--- config.mk ---
export PLATFORM = sky130hd
export DESIGN_NAME = dfe_front_end
export DESIGN_NICKNAME = d
export VERILOG_FILES = /design/src/rtl/dfe_pkg.sv /design/src/rtl/dfe_front_end.sv /design/src/rtl/dfe_trig_delay.sv
export SDC_FILE = /design/constraint.sdc
export NUM_CORES = 1
export LEC_CHECK = 0
export BUFFER_PORTS_ARGS = -buffer_cell sky130_fd_sc_hd__buf_2
export CELL_PAD_IN_SITES_DETAIL_PLACEMENT = 0
export CELL_PAD_IN_SITES_GLOBAL_PLACEMENT = 2
export CORE_UTILIZATION = 29
export DETAILED_ROUTE_END_ITERATION = 16
export GPL_TIMING_DRIVEN = 0
export MAX_ROUTING_LAYER = met4
export PLACE_DENSITY_LB_ADDON = 0.1
export SYNTH_ARGS = -nofsm -noshare
export SYNTH_HDL_FRONTEND = slang
export SYNTH_SLANG_ARGS = --single-unit
--- constraint.sdc ---
create_clock -name clk -period 1.6 [get_ports clk]
set_input_delay 0.16 -clock clk [delete_from_list [all_inputs] [get_ports clk]]
set_output_delay 0.16 -clock clk [all_outputs]
set_load 0.005 [all_outputs]
--- src/rtl/dfe_pkg.sv ---
// Package: register map, field layout and timing for the converter front end
`default_nettype none
package dfe_pkg;
    // Register offsets (byte addresses)
    localparam logic [7:0] DFE_CTRL_OFS       = 8'h00;
    localparam logic [7:0] DFE_SOFTWARE_TRIGGER_OFS     = 8'h04;
    localparam logic [7:0] DFE_BYTE_RIGHT_OFS = 8'h10;
    localparam logic [7:0] DFE_WORD_LEFT_OFS  = 8'h0C;
    localparam logic [7:0] DFE_WORD_RIGHT_OFS = 8'h08;
    localparam logic [7:0] DFE_OUTPUT_OFS     = 8'h2C;
    // Control field positions
    localparam int DFE_EN_BIT   = 0;
    localparam int DFE_BOFF_BIT = 1;
    localparam int DFE_TEN_BIT  = 2;
    localparam int DFE_TSEL_LO  = 3;
    // Trigger select codes
    localparam logic [2:0] DFE_TSEL_TIMER = 3'h3;
    localparam logic [2:0] DFE_TSEL_PIN   = 3'h6;
    localparam logic [2:0] DFE_TSEL_SW    = 3'h7;
    // Reset values
    localparam logic [11:0] DFE_DATA_RST = 12'h000;
    // Cycles from hardware trigger to output load
    localparam int DFE_HW_TRIG_LAT = 3;

    // Control register contents
    typedef struct packed {
        logic [2:0] tsel;
        logic       trigger_enable;
        logic       buffer_off;
        logic       channel_power_on;
    } dfe_ctrl_type;
    // Register bus request
    typedef struct packed {
        logic [7:0]  addr;
        logic [31:0] wdata;
        logic        wr;
        logic        rd;
    } dfe_bus_type;
endpackage : dfe_pkg
`default_nettype wire

--- src/rtl/dfe_front_end.sv ---
// Digital front end of a 12-bit voltage-output converter channel
//
// Overview of operation
// (RL1) Byte right port: written bits 7:0 go to holding bits 11:4.
// (RL2) Word left port: written bits 15:4 go to holding bits 11:0.
// (RL3) Word right port: written bits 11:0 go to holding unshifted.
// (RL4) Holding register has no address; set only through the data ports.
// (RL5) Holding moves to output automatically, by software or external trigger.
// (RL6) Power-on bit drives analog only; digital path always works.
// (RL7) Buffer-off control bit drives the output buffer control line.
// (RL8) Power-on set routes the shared pin to the converter output.
// (RL9) Data path is 12 bits; 8-bit and left/right 12-bit input modes.
// (RL10) Trigger disabled: output loads one cycle after the port write.
// (RL11) Hardware trigger: output loads three cycles after the trigger.
// (RL12) Software trigger bit self-clears once the output is loaded.
// (RL13) Software never writes the output register directly.
// (RL14) Reset clears holding, output, power-on and buffer-off bits.
`default_nettype none
module dfe_front_end
    import dfe_pkg::*;
#(
    parameter int DATA_W = 12
) (
    // Clock and reset
    input  wire logic              clk,
    input  wire logic              rst_n,
    // Register port
    input  wire logic [7:0]        reg_addr,
    input  wire logic [31:0]       reg_wdata,
    input  wire logic              reg_wr,
    input  wire logic              reg_rd,
    output var  logic [31:0]       reg_rdata,
    // External trigger sources (asynchronous)
    input  wire logic              timer_trig,
    input  wire logic              pin_trig,
    // Analog macrocell controls
    output var  logic [DATA_W-1:0] output_register,
    output var  logic              channel_power_on,
    output var  logic              buffer_off,
    output var  logic              pin_route_en
);
    // ------------------------------------------------------------------
    // Reset release
    // ------------------------------------------------------------------
    logic [1:0] rst_sync_r;
    logic       rst_int_n;

    // Two-stage release of the asynchronous reset
    always_ff @(posedge clk or negedge rst_n) begin
        if (!rst_n) begin
            rst_sync_r <= 2'h0;
        end else begin
            rst_sync_r <= {rst_sync_r[0], 1'b1};
        end
    end
    assign rst_int_n = rst_sync_r[1];

    // ------------------------------------------------------------------
    // State
    // ------------------------------------------------------------------
    typedef struct packed {
        dfe_ctrl_type      ctrl;
        logic              software_trigger;
        logic [DATA_W-1:0] hold;
        logic [DATA_W-1:0] dout;
        logic              auto_ld;
        logic [1:0]        tim_sy;
        logic [1:0]        pin_sy;
        logic              tim_d;
        logic              pin_d;
        logic [31:0]       rdata;
        logic              route;
    } dfe_state_type;

    dfe_state_type st_r;
    dfe_state_type st_nxt;
    dfe_bus_type   bus;
    logic          hw_edge;
    logic          hw_load;

    assign bus = '{addr: reg_addr, wdata: reg_wdata, wr: reg_wr, rd: reg_rd};

    // ------------------------------------------------------------------
    // Functions
    // ------------------------------------------------------------------
    // Rising-edge detect on a synchronised level
    function automatic logic rise(input logic now, input logic prev);
        rise = now & ~prev;
    endfunction : rise

    // Zero-extend a 12-bit value to the bus width
    function automatic logic [31:0] ext(input logic [DATA_W-1:0] v);
        ext = {{(32 - DATA_W){1'b0}}, v};
    endfunction : ext

    // Hardware trigger edge of the selected source, only with triggers on
    always_comb begin
        hw_edge = 1'b0;
        if (st_r.ctrl.trigger_enable) begin
            if (st_r.ctrl.tsel == DFE_TSEL_TIMER) begin
                hw_edge = rise(st_r.tim_sy[1], st_r.tim_d);
            end else if (st_r.ctrl.tsel == DFE_TSEL_PIN) begin
                hw_edge = rise(st_r.pin_sy[1], st_r.pin_d);
            end
        end
    end

    // Three-cycle delay from hardware trigger to output load
    dfe_trig_delay #(
        .LAT       (DFE_HW_TRIG_LAT)
    ) u_trig_delay (
        .clk       (clk),
        .rst_n     (rst_int_n),
        .pulse_in  (hw_edge),
        .pulse_out (hw_load)
    ); // [RL11]

    // ------------------------------------------------------------------
    // Next-state logic
    // ------------------------------------------------------------------
    always_comb begin
        st_nxt = st_r;
        st_nxt.auto_ld = 1'b0;
        st_nxt.rdata = 32'h0000_0000;
        // Synchronisers; first stage feeds only the second
        st_nxt.tim_sy = {st_r.tim_sy[0], timer_trig};
        st_nxt.pin_sy = {st_r.pin_sy[0], pin_trig};
        st_nxt.tim_d = st_r.tim_sy[1];
        st_nxt.pin_d = st_r.pin_sy[1];

        // Output load: digital path works regardless of power-on [RL6]
        if (st_r.auto_ld && !st_r.ctrl.trigger_enable) begin
            st_nxt.dout = st_r.hold; // [RL5] [RL10]
        end else if (hw_load) begin
            st_nxt.dout = st_r.hold; // [RL5] [RL11]
        end else if (st_r.software_trigger) begin
            st_nxt.dout = st_r.hold; // [RL5]
            st_nxt.software_trigger = 1'b0; // [RL12]
        end

        // Register writes; holding reachable only via the data ports [RL4]
        if (bus.wr) begin
            if (bus.addr == DFE_CTRL_OFS) begin
                st_nxt.ctrl.channel_power_on = bus.wdata[DFE_EN_BIT];
                st_nxt.ctrl.buffer_off = bus.wdata[DFE_BOFF_BIT]; // [RL7]
                st_nxt.ctrl.trigger_enable = bus.wdata[DFE_TEN_BIT];
                // Trigger select frozen while channel powered
                if (!st_r.ctrl.channel_power_on) begin
                    st_nxt.ctrl.tsel = bus.wdata[DFE_TSEL_LO +: 3];
                end
            end else if (bus.addr == DFE_SOFTWARE_TRIGGER_OFS) begin
                // Honoured only with software source selected
                if (bus.wdata[0] && st_r.ctrl.trigger_enable
                        && st_r.ctrl.tsel == DFE_TSEL_SW) begin
                    st_nxt.software_trigger = 1'b1;
                end
            end else if (bus.addr == DFE_BYTE_RIGHT_OFS) begin
                st_nxt.hold = {bus.wdata[7:0], 4'h0}; // [RL1] [RL9]
                st_nxt.auto_ld = 1'b1;
            end else if (bus.addr == DFE_WORD_LEFT_OFS) begin
                st_nxt.hold = bus.wdata[15:4]; // [RL2] [RL9]
                st_nxt.auto_ld = 1'b1;
            end else if (bus.addr == DFE_WORD_RIGHT_OFS) begin
                st_nxt.hold = bus.wdata[11:0]; // [RL3] [RL9]
                st_nxt.auto_ld = 1'b1;
            end
            // Output offset is read-only; writes ignored [RL13]
        end

        // Register reads; unmapped addresses return zero
        if (bus.rd) begin
            if (bus.addr == DFE_CTRL_OFS) begin
                st_nxt.rdata = {26'h0, st_r.ctrl};
            end else if (bus.addr == DFE_SOFTWARE_TRIGGER_OFS) begin
                st_nxt.rdata = {31'h0, st_r.software_trigger};
            end else if (bus.addr == DFE_BYTE_RIGHT_OFS) begin
                st_nxt.rdata = {24'h0, st_r.hold[11:4]};
            end else if (bus.addr == DFE_WORD_LEFT_OFS) begin
                st_nxt.rdata = {16'h0, st_r.hold, 4'h0};
            end else if (bus.addr == DFE_WORD_RIGHT_OFS) begin
                st_nxt.rdata = ext(st_r.hold);
            end else if (bus.addr == DFE_OUTPUT_OFS) begin
                st_nxt.rdata = ext(st_r.dout);
            end
        end

        // Pin routing follows the power-on bit
        st_nxt.route = st_nxt.ctrl.channel_power_on; // [RL8]
    end

    // ------------------------------------------------------------------
    // State register
    // ------------------------------------------------------------------
    always_ff @(posedge clk or negedge rst_int_n) begin
        if (!rst_int_n) begin
            st_r <= '0; // [RL14]
            st_r.hold <= DFE_DATA_RST;
            st_r.dout <= DFE_DATA_RST;
        end else begin
            st_r <= st_nxt;
        end
    end

    // Outputs straight from flip-flops
    assign reg_rdata = st_r.rdata;
    assign output_register = st_r.dout;
    assign channel_power_on = st_r.ctrl.channel_power_on;
    assign buffer_off = st_r.ctrl.buffer_off; // [RL7]
    assign pin_route_en = st_r.route; // [RL8]
endmodule : dfe_front_end
`default_nettype wire

--- src/rtl/dfe_trig_delay.sv ---
// Trigger delay line: shifts a trigger pulse by a fixed cycle count
`default_nettype none
module dfe_trig_delay
    import dfe_pkg::*;
#(
    parameter int LAT = DFE_HW_TRIG_LAT
) (
    // Clock and reset
    input  wire logic clk,
    input  wire logic rst_n,
    // Pulses
    input  wire logic pulse_in,
    output var  logic pulse_out
);
    typedef struct packed {
        logic [LAT-1:0] sh;
    } dfe_dly_type;
    dfe_dly_type st_r;
    dfe_dly_type st_nxt;

    // Shift chain
    always_comb begin
        st_nxt = st_r;
        st_nxt.sh = {st_r.sh[LAT-2:0], pulse_in};
    end

    always_ff @(posedge clk or negedge rst_n) begin
        if (!rst_n) begin
            st_r <= '0;
        end else begin
            st_r <= st_nxt;
        end
    end

    assign pulse_out = st_r.sh[LAT-1];
endmodule : dfe_trig_delay
`default_nettype wire

## Yosys cells after proc, flatten, opt, wreduce, memory -nomap -nowiden

Cells that the tools add are included.

| cells by class | value |
|---|---|
| equality and inequality tests | 8 |
| multiplexer cells | 29 |
| bitwise operators | 7 |
| reductions and logical operators | 10 |

Operators by type and width:

| operator | count |
|---|---|
| 12-bit 2-to-1 mux | 9 |
| 16-bit 2-to-1 mux | 5 |
| 13-bit 2-to-1 mux | 2 |
| 8-bit by 4-bit == test with 1-bit output, second input constant | 2 |
| 1-bit 2-to-1 mux | 13 |
| 8-bit by 3-bit == test with 1-bit output, second input constant | 1 |
| 8-bit by 5-bit == test with 1-bit output, second input constant | 1 |
| 8-bit by 6-bit == test with 1-bit output, second input constant | 1 |
| 8-bit zero test | 1 |
| 3-bit == test, second input constant | 2 |
| 3-bit nonzero test | 2 |
| 1-bit inverter | 5 |
| 4-bit AND reduction | 1 |
| 3-bit by 2-bit == test with 1-bit output, second input constant | 1 |
| 1-bit logical AND | 3 |
| 3-bit AND reduction | 1 |
| 1-bit AND | 2 |
| 2-bit AND reduction | 1 |
| 1-bit zero test | 1 |

| storage, ports and cells | value |
|---|---|
| register bits after elaboration | 75 |
| input port bits | 46 |
| logic and storage cells | 69 |

## Depth between registers and ports, before layout

| depth | value |
|---|---|
| depth in word-level cells | 8 |
| gate-level depth with buffers | 6 |
| depth with buffers taken out | 5 |

## By module

A second synthesis with hierarchy kept.

| second synthesis, totals | value |
|---|---|
| cell total of the unflattened synthesis | 297 |
| area, all modules | 3071.7 um2 |

By module, submodules not included:

| module | times used | cells each | area each (um2) | seq. area each (um2) |
|---|---|---|---|---|
| dfe_front_end | 1 | 294 | 2996.6 | 1401.3 |
| dfe_trig_delay | 1 | 3 | 75.1 | 75.1 |

## Least setup slack after synthesis

OpenSTA, ideal clock, no wires.

| timing path | value |
|---|---|
| kind | register to register |
| start | register st_r[39] (netlist name) |
| end | register st_r, in the netlist output_register[10] |
| setup time | 125 ps |
| arrival time | 1446 ps |
| data required time | 1475 ps |
| slack | 30 ps |
| cell stages (with the launch flop) | 5 |
| clock period less this slack | 1570 ps |
| cells stage by stage | dfrtp_1 -> nor2b_1 -> nor3_1 -> buf_2 -> mux2_2 |

| on the way | value |
|---|---|
| longest elaborated chain between the ends | 2 |
| elaborated cells on any way between the ends | 3 |
| classes of those cells | mux (1); reduce/logical (2) |

Ends and longest elaborated chain:

| item | line | text |
|---|---|---|
| start: declaration | dfe_front_end.sv:75 | `dfe_state_type st_r;` |
| start signal: assignment | dfe_front_end.sv:200 | `st_r <= st_nxt;` |
| 1-bit logical AND * | dfe_front_end.sv:132 | `if (st_r.auto_ld && !st_r.ctrl.trigger_enable) begin` |
| 3-bit nonzero test (no line) / 12-bit 2-to-1 mux (equally long branches) | n/a |  |

Mark *: on every way between the ends. The rest lies on a longest branch, timed or not.
A chain may end at the register's enable or synchronous reset.

## Worst setup path after layout

| timing path | value |
|---|---|
| start | input reg_addr[3] |
| end | register st_r[60] (netlist name) |

| on the way | value |
|---|---|
| longest elaborated chain between the ends | 3 |
| elaborated cells on any way between the ends | 11 |
| classes of those cells | eq/ne (4); mux (2); bitwise (2); reduce/logical (3) |

Ends and longest elaborated chain:

| item | line | text |
|---|---|---|
| start: declaration | dfe_front_end.sv:28 | `input wire logic [7:0] reg_addr,` |
| 8-bit by 5-bit == test with 1-bit output (tied with other cells) | dfe_front_end.sv:157 | `end else if (bus.addr == DFE_BYTE_RIGHT_OFS) begin` |
| 3-bit nonzero test (no line) (tied with other cells) | n/a |  |
| 4-bit AND reduction (no line) / 12-bit 2-to-1 mux (equally long branches) | n/a |  |

Several ways; a longest one is shown, not always the timed one.

==> flow_summary_export.csv <==
group,metric,value,unit
outcome,status,"complete, no violations",
floorplan,die-area,11200,µm²
pwr,max-vdd-ir-drop,427,µV
global_route,grt_usage,0.168,
clock_tree,ctsLongestPathBuffers,2,
final_layout,utilization,0.375,
floorplan,ioPinCount,93,
clock_tree,clk_root_buffer_cell,"clkbuf_8",
pwr,power_density,888,nW/µm²
synthesis,syn_area,3110,µm²
clock_tree,cts_tree,"built",
setup_path,cp-end-kind,"register",
synthesis,yosys_warnings,0,
synthesis,yosys.area.top_type,"dfrtp_1",
sta,worstMarginPinSlew,0.739,ns
synthesis,ys.flop_type,"dfrtp_1",
route,drt-total-wl,8.61,mm
placed_design,dp_cells,505,
clock_tree,cts.sinks,59,
route,num_vias,2408,
sta,slew_headroom,0.508,
placed_design,place_hpwl,6.40,mm
setup_path,critPathRequiredTime,1.84,ns
route,first_pass_iters,4,
setup_path,worstSetupStartpointType,"input port",
floorplan,die_y,106,µm
synthesis,yosysTopAreaCellShare,0.474,
clock_tree,clkTransAtPathRegs,0.08,ns
synthesis,avgSynthCellArea,10.6,µm²
clock_tree,htreeDepth,3,
global_route,grt_pass1_wl,13.6,mm
final_layout,antenna_cells,0,
setup_path,cpMaxStageDelayCell,"nor3_2",
route,antenna_left,0,
sta,slew_viol_final,0,
pwr,power.total,3.46,mW
pwr,p_leak,1.98,nW
synthesis,yosysSeqAreaShare,0.474,
sta,rsz0062_at_grt,"false",
sta,period_share,0.952,
global_route,antenna_found_initial,0,
sta,fin_skew,0.00878,ns
synthesis,synth_most_common_cell,"dfrtp_1",
global_route,grt-ovfl-total,0,
synthesis,ys_top_cells_by_count,"dfrtp_1, buf_4, nor2_1, mux2_2, a21oi_1",
final_layout,drive_gt1_frac,0.407,
global_route,grt_max_degree,58,
flow_run,drv_cap,0,
setup_path,cp.arrival,1.77,ns
final_layout,ff_latch_area,1480,µm²
final_layout,fin_cells,524,
synthesis,synth-seq-cells,59,
clock_tree,clkLatencyLatePin,0.35,ns
setup_path,critPathKind,"input port to register",
route,first_iter_violations,76,
route,viasPerCell,4.60,
setup_path,worst_path_largest_cell_delay,0.52,ns
final_layout,nFillCells,1103,
floorplan,die_w,106,µm
placed_design,place_congestion,0.859,
sta,whs,0.0957,ns
synthesis,synth_cells,295,
synthesis,yosys-top-cells-area,"dfrtp_1, buf_4, mux2_2",
placed_design,io_buffers,59,
sta,hold_viol,0,
synthesis,synthArstFlopShare,1.00,
clock_tree,numCtsBuffers,9,
clock_tree,cts_setup_buffers,0,
setup_path,crit_chain,"buf_2, nor3_2, nand2_1, and3_1, buf_1, a32o_1",
final_layout,multi_input_area,1280,µm²
synthesis,synth.distinct_cells,49,
sta,fmax,656,MHz
route,drc,0,
floorplan,core-area,10400,µm²
setup_path,critPathMaxFanout,8,
final_layout,nets,429,
floorplan,num_rows,37,
final_layout,area.growth.synth_to_final,25.0,%
sta,period_minus_slack,1.52,ns
route,wl_per_cell,16.4,µm
synthesis,synth_edf_count,0,
global_route,grt_pass1_vias,2414,
floorplan,start_util,0.300,
worst_hold_path,hp-class,"input port to register",
sta,setup_viol,0,
-- report_power, final --
part / switching (mW) / internal [mW] / leakage (nW) / total [mW]
combinational: 0.173 / 0.186 / 1.09 / 0.359
sequential: 0.138 / 1.57 / 0.786 / 1.71
clock: 0.662 / 0.728 / 0.0998 / 1.39
total: 0.973 / 2.49 / 1.98 / 3.46
-- final cells by class --
| cell class | instances | share of cell area |
|---|---|---|
| inverter | 5 | 0.00482 |
| buffer | 59 | 0.108 |
| multi-input combinational | 187 | 0.328 |
| sequential | 59 | 0.380 |
| clock inverter | 7 | 0.0199 |
| clock buffer | 9 | 0.0318 |
| timing repair buffer | 62 | 0.0836 |
| tap | 136 | 0.0437 |
-- path summary, 6_finish.rpt --
path | startpoint | to | slack (ns) | cells after the start
worst max register to register | st_r[39] | output_register[7] | 0.10 | 4
min in group asynchronous | rst_n | rst_sync_r[1] | 0.11 | 2
max in group asynchronous | rst_sync_r[1] | st_r[53] | 0.71 | 0
worst max-delay path | reg_addr[3] | st_r[60] | 0.08 | 6
worst min register to register | u_trig_delay.st_r[1] | u_trig_delay.st_r[2] | 0.35 | 0
worst min-delay path | reg_wdata[2] | st_r[54] | 0.1 | 3
-- stage by stage --
| stage | setup slack (ns) | setup TNS [ns] | cell area, µm² |
|---|---|---|---|
| floorplan | 0.0295 | 0 | 3170 |
| global placement | -0.385 | -8.27 | 3640 |
| detailed placement | -0.387 | -8.75 | 3640 |
| CTS | 0.0205 | 0 | 3880 |
| global route | 0.0242 | 0 | 3890 |
| finish | 0.0767 | 0 | 3890 |
-- logic make-up after synthesis --
family | share of synthesized area
flops | 0.474
buf+inv | 0.139
mux | 0.0711
compound gates | 0.152
other cells | 0.00241
simple gates | 0.162
-- flip-flops by register name, summed over array words and instances, names as in the netlist --
name and flops:
st_r 20, reg_rdata 16, output_register 12, st_nxt 4
u_trig_delay.st_r 3, rst_sync_r 2, buffer_off 1, pin_route_en 1
-- critical path: cells and delay by family --
family,cells,cell delay [ns]
AND/OR/NAND/NOR,3,0.93
AO/OA/AOI/OAI,1,0.31
buffers and inverters,2,0.35
-- cell usage in the layout (no fill, tap or decap), drive strengths merged, types with 5 or more instances in the layout --
cell type    n
buf        113
dfrtp       59
nor2        21
conb        17
mux2        17
a21oi       15
clkbuf      14
nand2       10
o2bb2ai     10
o21ai        9
nand3        8
a32o         8
nor3         7
and2         6
inv          6
o22ai        5
-- layer usage --
layer / wire length (µm) / global-route usage / vias up
li1: - / - / 1167
met3: 389 / 0.0365 / 16
met4: 196 / 0.0595 / 0
met1: 4100 / 0.225 / 1149
met2: 3920 / 0.251 / 76
met5: 0 / - / -
-- timing repair --
item | 4_1_cts | 5_1_grt
pin swaps | 0 | 0
endpoints found under the setup margin | 13 | 10
gates resized for setup | 3 | 6
hold buffers | 3 | 0
hold endpoints to repair | 4 | 0
No activity file was read; power rests on OpenSTA's default activity.
